**config.mk**
```make
export PLATFORM = sky130hd
export DESIGN_NAME = caf_filter_config
export DESIGN_NICKNAME = d
export VERILOG_FILES = /design/src/pkg/caf_pkg.sv /design/src/caf_filter_config.sv
export SDC_FILE = /design/constraint.sdc
export NUM_CORES = 2
export LEC_CHECK = 0
export BUFFER_PORTS_ARGS = -buffer_cell sky130_fd_sc_hd__buf_2
export CAP_MARGIN = 20
export CORE_UTILIZATION = 30
export CTS_BUF_LIST = sky130_fd_sc_hd__clkbuf_2
export DETAILED_ROUTE_END_ITERATION = 16
export GPL_TIMING_DRIVEN = 0
export MAX_ROUTING_LAYER = met4
export SLEW_MARGIN = 20
export SYNTH_ARGS = -nofsm -noshare
export SYNTH_HDL_FRONTEND = slang
export SYNTH_SLANG_ARGS = --single-unit
```
**constraint.sdc**
```tcl
create_clock -name i_clk -period 21.8 [get_ports i_clk]
set_input_delay 1.09 -clock i_clk [delete_from_list [all_inputs] [get_ports i_clk]]
set_output_delay 1.09 -clock i_clk [all_outputs]
set_load 0.02 [all_outputs]
```
**src/pkg/caf_pkg.sv**
```systemverilog
// Constants for the CAN acceptance filter configuration block.
// Assumes a 32-bit Avalon-MM slave with byte addresses, one word each.
package caf_pkg;
	// Register byte offsets
	localparam logic [7:0] OFS_MAIN_CTRL = 8'h00;
	localparam logic [7:0] OFS_FLT_GRP3 = 8'h04;
	localparam logic [7:0] OFS_BUF_BASE = 8'h08;
	localparam logic [7:0] OFS_MASK0 = 8'h10;
	localparam logic [7:0] OFS_FILT_ID0 = 8'h20;
	localparam logic [7:0] OFS_DEPTH0 = 8'h60;
	localparam logic [7:0] OFS_START0 = 8'hA0;
	localparam int WORD_SHIFT = 2;
	// Counts
	localparam int NUM_FILT = 16;
	localparam int NUM_MASK = 4;
	localparam int NUM_FIFO = 16;
	localparam int GRP3_FIRST = 12;
	localparam int GRP3_COUNT = 4;
	// Filter control byte layout
	localparam int FC_ON_BIT = 7;
	localparam int FC_MSEL_LSB = 5;
	localparam int FC_FSEL_LSB = 0;
	localparam int FC_BYTE = 8;
	// Identifier / mask layout
	localparam int ID_SID_LSB = 21;
	localparam int ID_EXT_BIT = 19;
	localparam int ID_EID_LSB = 0;
	localparam logic [31:0] ID_WMASK = 32'hFFEB_FFFF;
	// Operating mode field of main control
	localparam int OPMODE_LSB = 21;
	localparam logic [2:0] OPMODE_CONFIG = 3'h4;
	localparam logic [2:0] OPMODE_RESET = 3'h4;
	// Buffer base alignment and depth field
	localparam logic [31:0] BASE_WMASK = 32'hFFFF_FFFC;
	localparam int DEPTH_LSB = 16;
	localparam logic [4:0] FSEL_RESERVED = 5'h10;
	localparam logic [31:0] RESET_ZERO = 32'h0000_0000;
	// Avalon slave answer state
	typedef enum logic [0:0] {
		BUS_IDLE = 1'b0,
		BUS_ACK = 1'b1
	} caf_bus_t;
endpackage

```
**src/caf_filter_config.sv**
```systemverilog
// Acceptance filter configuration, identifier matching and buffer base
// address for a CAN controller, reached over Avalon-MM with waitrequest.
// Assumes filters 0-11 controls come from sibling logic on the same clock.
//
// Chosen here: the placing of the registers and the Avalon-MM interface to the registers.
`timescale 1ns/10ps
`default_nettype none
module caf_filter_config #(
	parameter int MSG_BYTES = 16
) (
	input wire logic i_clk, // System clock
	input wire logic i_rst, // Async reset, active high
	input wire logic [7:0] i_avs_address, // Byte address
	input wire logic i_avs_read, // Read request
	input wire logic i_avs_write, // Write request
	input wire logic [31:0] i_avs_writedata, // Write data
	input wire logic [3:0] i_avs_byteenable, // Byte lanes
	output logic [31:0] o_avs_readdata, // Read data
	output logic o_avs_waitrequest, // Stall
	input wire logic [11:0] i_low_filter_on, // Enables, filters 0-11
	input wire logic [23:0] i_low_mask_choice, // Mask codes, filters 0-11
	input wire logic [59:0] i_low_fifo_target, // FIFO codes, filters 0-11
	input wire logic i_rx_valid, // Received identifier strobe
	input wire logic i_rx_extended, // Received frame is extended
	input wire logic [10:0] i_rx_sid, // Received standard identifier
	input wire logic [17:0] i_rx_eid, // Received extended portion
	output logic o_match_valid, // Match answer strobe
	output logic o_match_hit, // Some filter accepted
	output logic [3:0] o_match_filter, // Winning filter index
	output logic [4:0] o_match_fifo, // Target FIFO of winner
	output logic [2:0] o_operating_mode_field, // Current mode
	output logic [31:0] o_buffer_base_address // Base of buffers
);
	caf_pkg::caf_bus_t bus_q;
	logic [31:0] rdata_q;
	logic [2:0] opmode_q;
	logic [31:0] grp3_q;
	logic [31:0] base_q;
	logic [31:0] mask_q [caf_pkg::NUM_MASK];
	logic [31:0] ident_q [caf_pkg::NUM_FILT];
	logic [4:0] depth_q [caf_pkg::NUM_FIFO];
	logic [31:0] start_w [caf_pkg::NUM_FIFO];
	logic f_on [caf_pkg::NUM_FILT];
	logic [1:0] f_msel [caf_pkg::NUM_FILT];
	logic [4:0] f_fsel [caf_pkg::NUM_FILT];
	logic commit;
	logic [5:0] widx;
	logic [31:0] bmask;
	logic hit_d;
	logic [3:0] filt_d;
	logic [4:0] fifo_d;

	// Byte enables spread to a bit mask
	function automatic logic [31:0] lane_mask(input logic [3:0] be);
		lane_mask = {{8{be[3]}}, {8{be[2]}}, {8{be[1]}}, {8{be[0]}}};
	endfunction

	// Stall the first cycle of each request, release on the second
	assign o_avs_waitrequest = (i_avs_read | i_avs_write) && (bus_q == caf_pkg::BUS_IDLE);
	assign commit = i_avs_write && (bus_q == caf_pkg::BUS_ACK);
	assign widx = i_avs_address[7:caf_pkg::WORD_SHIFT];
	assign bmask = lane_mask(i_avs_byteenable);
	assign o_avs_readdata = rdata_q;
	assign o_operating_mode_field = opmode_q;
	assign o_buffer_base_address = base_q;

	// Answer state
	always_ff @(posedge i_clk or posedge i_rst) begin
		if (i_rst) begin
			bus_q <= caf_pkg::BUS_IDLE;
		end else if (bus_q == caf_pkg::BUS_ACK) begin
			bus_q <= caf_pkg::BUS_IDLE;
		end else if (i_avs_read | i_avs_write) begin
			bus_q <= caf_pkg::BUS_ACK;
		end
	end

	// Per-filter fields, low filters from ports, group 3 from register
	always_comb begin
		for (int i = 0; i < caf_pkg::GRP3_FIRST; i++) begin
			f_on[i] = i_low_filter_on[i];
			f_msel[i] = i_low_mask_choice[2*i +: 2];
			f_fsel[i] = i_low_fifo_target[5*i +: 5];
		end
		// Split loops keep every select inside its vector
		for (int i = caf_pkg::GRP3_FIRST; i < caf_pkg::NUM_FILT; i++) begin
			f_on[i] = grp3_q[caf_pkg::FC_BYTE*(i-caf_pkg::GRP3_FIRST)
				+ caf_pkg::FC_ON_BIT];
			f_msel[i] = grp3_q[caf_pkg::FC_BYTE*(i-caf_pkg::GRP3_FIRST)
				+ caf_pkg::FC_MSEL_LSB +: 2];
			f_fsel[i] = grp3_q[caf_pkg::FC_BYTE*(i-caf_pkg::GRP3_FIRST)
				+ caf_pkg::FC_FSEL_LSB +: 5];
		end
	end

	// Main control: only the operating mode field is held here
	always_ff @(posedge i_clk or posedge i_rst) begin
		if (i_rst) begin
			opmode_q <= caf_pkg::OPMODE_RESET;
		end else if (commit && i_avs_address == caf_pkg::OFS_MAIN_CTRL
				&& i_avs_byteenable[2]) begin
			opmode_q <= i_avs_writedata[caf_pkg::OPMODE_LSB +: 3];
		end
	end

	// Group 3 control; selectors locked while the filter is on
	always_ff @(posedge i_clk or posedge i_rst) begin
		if (i_rst) begin
			grp3_q <= caf_pkg::RESET_ZERO;
		end else if (commit && i_avs_address == caf_pkg::OFS_FLT_GRP3) begin
			for (int b = 0; b < caf_pkg::GRP3_COUNT; b++) begin
				if (i_avs_byteenable[b]) begin
					grp3_q[caf_pkg::FC_BYTE*b + caf_pkg::FC_ON_BIT] <=
						i_avs_writedata[caf_pkg::FC_BYTE*b + caf_pkg::FC_ON_BIT];
					if (!grp3_q[caf_pkg::FC_BYTE*b + caf_pkg::FC_ON_BIT]) begin
						grp3_q[caf_pkg::FC_BYTE*b +: 7] <=
							i_avs_writedata[caf_pkg::FC_BYTE*b +: 7];
					end
				end
			end
		end
	end

	// Buffer base; writable only in configuration mode, low bits zero
	always_ff @(posedge i_clk or posedge i_rst) begin
		if (i_rst) begin
			base_q <= caf_pkg::RESET_ZERO;
		end else if (commit && i_avs_address == caf_pkg::OFS_BUF_BASE
				&& opmode_q == caf_pkg::OPMODE_CONFIG) begin
			base_q <= ((base_q & ~bmask) | (i_avs_writedata & bmask))
				& caf_pkg::BASE_WMASK;
		end
	end

	// Acceptance masks, same layout as identifiers
	always_ff @(posedge i_clk or posedge i_rst) begin
		if (i_rst) begin
			for (int m = 0; m < caf_pkg::NUM_MASK; m++) begin
				mask_q[m] <= caf_pkg::RESET_ZERO;
			end
		end else if (commit) begin
			for (int m = 0; m < caf_pkg::NUM_MASK; m++) begin
				if (widx == 6'((caf_pkg::OFS_MASK0 >> caf_pkg::WORD_SHIFT) + m)) begin
					mask_q[m] <= ((mask_q[m] & ~bmask) | (i_avs_writedata & bmask))
						& caf_pkg::ID_WMASK;
				end
			end
		end
	end

	// Filter identifiers; locked while the filter is on
	always_ff @(posedge i_clk or posedge i_rst) begin
		if (i_rst) begin
			for (int f = 0; f < caf_pkg::NUM_FILT; f++) begin
				ident_q[f] <= caf_pkg::RESET_ZERO;
			end
		end else if (commit) begin
			for (int f = 0; f < caf_pkg::NUM_FILT; f++) begin
				if (widx == 6'((caf_pkg::OFS_FILT_ID0 >> caf_pkg::WORD_SHIFT) + f)
						&& !f_on[f]) begin
					ident_q[f] <= ((ident_q[f] & ~bmask) | (i_avs_writedata & bmask))
						& caf_pkg::ID_WMASK;
				end
			end
		end
	end

	// FIFO depth fields
	always_ff @(posedge i_clk or posedge i_rst) begin
		if (i_rst) begin
			for (int q = 0; q < caf_pkg::NUM_FIFO; q++) begin
				depth_q[q] <= 5'h00;
			end
		end else if (commit && i_avs_byteenable[2]) begin
			for (int q = 0; q < caf_pkg::NUM_FIFO; q++) begin
				if (widx == 6'((caf_pkg::OFS_DEPTH0 >> caf_pkg::WORD_SHIFT) + q)) begin
					depth_q[q] <= i_avs_writedata[caf_pkg::DEPTH_LSB +: 5];
				end
			end
		end
	end

	// Start of each FIFO's buffer, contiguous by index
	always_comb begin
		logic [31:0] acc;
		acc = base_q;
		for (int q = 0; q < caf_pkg::NUM_FIFO; q++) begin
			start_w[q] = acc;
			acc = acc + (32'(depth_q[q]) + 32'h1) * 32'(MSG_BYTES);
		end
	end

	// Read data, captured while the request is stalled
	always_ff @(posedge i_clk or posedge i_rst) begin
		if (i_rst) begin
			rdata_q <= caf_pkg::RESET_ZERO;
		end else if (i_avs_read && bus_q == caf_pkg::BUS_IDLE) begin
			if (i_avs_address == caf_pkg::OFS_MAIN_CTRL) begin
				rdata_q <= 32'(opmode_q) << caf_pkg::OPMODE_LSB;
			end else if (i_avs_address == caf_pkg::OFS_FLT_GRP3) begin
				rdata_q <= grp3_q;
			end else if (i_avs_address == caf_pkg::OFS_BUF_BASE) begin
				rdata_q <= base_q;
			end else if (i_avs_address >= caf_pkg::OFS_MASK0
					&& i_avs_address < caf_pkg::OFS_FILT_ID0) begin
				rdata_q <= mask_q[widx[1:0]];
			end else if (i_avs_address >= caf_pkg::OFS_FILT_ID0
					&& i_avs_address < caf_pkg::OFS_DEPTH0) begin
				rdata_q <= ident_q[4'(widx - 6'(caf_pkg::OFS_FILT_ID0 >> caf_pkg::WORD_SHIFT))];
			end else if (i_avs_address >= caf_pkg::OFS_DEPTH0
					&& i_avs_address < caf_pkg::OFS_START0) begin
				rdata_q <= 32'(depth_q[4'(widx - 6'(caf_pkg::OFS_DEPTH0
					>> caf_pkg::WORD_SHIFT))]) << caf_pkg::DEPTH_LSB;
			end else if (i_avs_address >= caf_pkg::OFS_START0
					&& i_avs_address < 8'(caf_pkg::OFS_START0
					+ (caf_pkg::NUM_FIFO << caf_pkg::WORD_SHIFT))) begin
				rdata_q <= start_w[4'(widx - 6'(caf_pkg::OFS_START0 >> caf_pkg::WORD_SHIFT))];
			end else begin
				rdata_q <= caf_pkg::RESET_ZERO; // Unmapped reads zero
			end
		end
	end

	// Priority match, lowest filter index wins
	always_comb begin
		logic [31:0] m;
		logic [31:0] id;
		logic ok;
		m = caf_pkg::RESET_ZERO;
		id = caf_pkg::RESET_ZERO;
		ok = 1'b0;
		hit_d = 1'b0;
		filt_d = 4'h0;
		fifo_d = 5'h00;
		for (int f = caf_pkg::NUM_FILT - 1; f >= 0; f--) begin
			m = mask_q[f_msel[f]];
			id = ident_q[f];
			ok = f_on[f]
				&& f_fsel[f] < caf_pkg::FSEL_RESERVED
				&& id[caf_pkg::ID_EXT_BIT] == i_rx_extended
				&& ((id[caf_pkg::ID_SID_LSB +: 11] ^ i_rx_sid)
					& m[caf_pkg::ID_SID_LSB +: 11]) == 11'h000
				&& (!i_rx_extended || ((id[caf_pkg::ID_EID_LSB +: 18] ^ i_rx_eid)
					& m[caf_pkg::ID_EID_LSB +: 18]) == 18'h00000);
			if (ok) begin
				hit_d = 1'b1;
				filt_d = 4'(f);
				fifo_d = f_fsel[f];
			end
		end
	end

	// Registered match answer
	always_ff @(posedge i_clk or posedge i_rst) begin
		if (i_rst) begin
			o_match_valid <= 1'b0;
			o_match_hit <= 1'b0;
			o_match_filter <= 4'h0;
			o_match_fifo <= 5'h00;
		end else begin
			o_match_valid <= i_rx_valid;
			if (i_rx_valid) begin
				o_match_hit <= hit_d;
				o_match_filter <= filt_d;
				o_match_fifo <= fifo_d;
			end
		end
	end
endmodule
`default_nettype wire

```
==> flow_metrics.env <==
export IMPL_status="finished, violations left"
export IMPL_violations="design-rule violations"
export IMPL_fin_ws_ns=5.733
export IMPL_slew_headroom_pct=7.552
export IMPL_crit_required_ns=23.51
export IMPL_min_period_ns=16.07
export IMPL_via_count=67600
export IMPL_min_path_type="in2reg"
export IMPL_wl_um=432700
export IMPL_drtIter0Drc=9950
export IMPL_worstSetupEndpointType="flip-flop"
export IMPL_ys_flop_type="dfrtp_1"
export IMPL_pre_cts_ws_ns=6.335
export IMPL_clk_latency_ns=2.00
export IMPL_syn_area_um2=71830
export IMPL_ir_drop_mv=0.6545
export IMPL_drive_gt1_share_pct=34.64
export IMPL_globalRouteMet3Util_pct=12.92
export IMPL_path_clk_slew_ns=0.10
export IMPL_fp_dieW_um=491.3
export IMPL_hold_viol_final=0
export IMPL_port_buffers=184
export IMPL_track_usage_pct=36.06
export IMPL_cts_buffer_depth=3
export IMPL_synth_avg_cell_area_um2=11.20
export IMPL_final_setup_tns_ns=0
export IMPL_critPathSlowestCell="xor2_1"
export IMPL_top_usage_layer="met2"
export IMPL_cts_sinks=789
export IMPL_syn_inst=6412
export IMPL_setup_viol=0
export IMPL_first_pass_iters=14
export IMPL_post_drt_via_cell_ratio=6.482
export IMPL_crit_top_cell="nor2_1"
export IMPL_dp_hpwl_um=344500
export IMPL_grt_pass1_vias=64670
export IMPL_cts_buffers=226
export IMPL_maxCapViolCount=0
export IMPL_synth_cell_types=140
export IMPL_antenna_found_initial=72
export IMPL_path_max_fanout=10
export IMPL_leakage_nw=34.36
export IMPL_placed_area_um2=79200
export IMPL_powerDensity_nw_per_um2=115.7
export IMPL_ff2ff_setup_slack_ns=5.73
export IMPL_worst_pin_slew_ns=1.375
export IMPL_dieArea_um2=241400
export IMPL_arrival_ns=17.77
export IMPL_cp_start_kind="flip-flop"
export IMPL_cts_tree="done"
export IMPL_min_from="i_avs_writedata[9]"
export IMPL_post_cts_setup_buffers=0
export IMPL_async_flop_share_pct=100.0
export IMPL_max_freq_mhz=62.24
export IMPL_start_util_pct=30.20
export IMPL_synth_seq_area_share_pct=27.49
export IMPL_rr_endpoint="o_avs_readdata[31]"
export IMPL_rsz0062_at_grt="false"
export IMPL_nNetsFinal=7302
export IMPL_final_area_um2=82190
export IMPL_yosysWarnings=0
export IMPL_use_met1_pct=42.46
export IMPL_cts_root_buf="clkbuf_2"
export IMPL_ant_nets=0
export IMPL_core_area_um2=237900
export IMPL_io_pins=254
export IMPL_die_h_um=491.3
export IMPL_slew_violations=0
export IMPL_period_share_pct=73.70
export IMPL_ys_top_cells_by_area="dfrtp_1 (27%), mux4_2 (21%), mux2_2 (12%), xor2_1 (7.4%), xnor2_1 (3.2%)"
export IMPL_path_class="reg2reg"
export IMPL_grtUsageMet2_pct=49.17
export IMPL_hold_depth=3
export IMPL_fillers=24210
export IMPL_htreeDepth=4
export IMPL_whs_ns=0.08078
export IMPL_synth_edf_count=0
export IMPL_grt_pass1_wl_um=573600
export IMPL_syn_to_final_growth_pct=14.42
export IMPL_wl_per_cell_um=41.49
export IMPL_drc=36
export IMPL_synth_top_area_share_pct=27.45
export IMPL_row_count=179
export IMPL_fin_util_pct=34.56
export IMPL_cpPeakStageDelay_ns=0.65
export IMPL_grt_max_degree=35
export IMPL_globalplace_congestion=1.085
export IMPL_reg2reg_depth=58
export IMPL_fin_skew_ns=0.2063
export IMPL_grt_overflow=0
export IMPL_synth_largest_area_cell="dfrtp_1"
export IMPL_synth_seq_cells=789
what timing repair did:
item	in CTS	in global routing
hold endpoints to repair	712	0
hold buffers	69	0
resized for setup	0	0
power breakdown:
part	switching [W]	leakage [nW]	total, W	internal [W]
registers	0.000111	10.8	0.00164	0.00153
logic	0.00395	22.0	0.00667	0.00271
clock network	0.000772	1.56	0.00121	0.000437
layout make-up:
cell class,instances,area (µm²),area share [%]
Inverter,81,307.8,0.3745
Multi-Input combinational cell,5003,49970,60.80
Clock inverter,84,470.5,0.5724
Sequential cell,789,19750,24.02
Antenna cell,80,200.2,0.2436
Tap cell,3167,3963,4.821
Clock buffer,319,1597,1.942
Buffer,540,2290,2.786
Timing Repair Buffer,366,3645,4.435
worst max-delay path, delay by kind of cell, from the launching register on:
family                   cells  cell delay [ns]
flip-flops                   1             0.62
AND/OR/NAND/NOR             22             5.15
XOR/XNOR                     6             2.21
adder cells (fa/ha/maj)     11             3.87
AO/OA/AOI/OAI               18             3.93
buffers and inverters        1             0.08
kinds of logic after synthesis:
group | share of synthesized area, %
XOR/XNOR | 11.62
flip-flops | 27.49
other | 0.005220
AO/OA/AOI/OAI | 11.99
adder cells (fa/ha/maj) | 2.290
AND/OR/NAND/NOR | 9.535
buffers and inverters | 3.336
multiplexers | 33.74
synth_stat cells, types with 66 or more instances:
cell      number
inv_1         79
nand3_1      164
o21ai_0      167
a22oi_1      236
ha_1         105
a21oi_1      179
nor2_1       288
nor3_1       119
xnor2_1      264
dfrtp_1      788
mux2_2       750
nand2_1      316
mux4_2       683
nand4_1       83
xor2_1       604
buf_1         66
clkbuf_1     450
how the worst max path moves through the flow:
stage | slack (ns) | start | endpoint | cells after the start
floorplan | 9.46 | flip-flop | o_avs_readdata[31] | 55
global placement | 4.40 | i_rst | async pin | 2
detailed placement | 6.34 | flip-flop | o_avs_readdata[30] | 58
CTS | 6.24 | flip-flop | o_avs_readdata[30] | 57
global route | 4.94 | flip-flop | o_avs_readdata[31] | 58
finish | 5.73 | flip-flop | o_avs_readdata[31] | 58
cells in the final DEF, fill, tap and decap left out, types with 38 or more instances in the layout:
cell / instances
a21o_1: 40
mux2_2: 750
nand4_1: 83
mux4_2: 683
buf_2: 243
ha_1: 105
xor2_1: 604
a211oi_1: 42
a221oi_1: 45
nor2_1: 283
dfrtp_1: 788
nand2_1: 316
xnor2_1: 264
diode_2: 80
clkbuf_2: 429
clkbuf_1: 340
a22oi_1: 236
and2_1: 43
o21ai_0: 167
and3_1: 38
o221ai_1: 49
nand3_1: 164
buf_12: 51
dlygate4sd3_1: 69
inv_1: 78
clkinv_1: 56
a21oi_1: 179
nor3_1: 89
routing by layer:
metal  vias up  part of all wire, %
met5         -                    0
met4         0                  9.9
met3      1335                   12
met2      4905                   41
met1     35100                   37
li1      26260                    -
metrics by stage:
| step | power, W | instances |
|---|---|---|
| after floorplan | 0.006147 | 6413 |
| after global placement | 0.007967 | 9764 |
| after detailed placement | 0.008101 | 9876 |
| after CTS | 0.009313 | 10350 |
| after global routing | 0.01000 | 10410 |
| final | 0.009513 | 10430 |
Note: power is estimated with default switching activity, not from simulation.
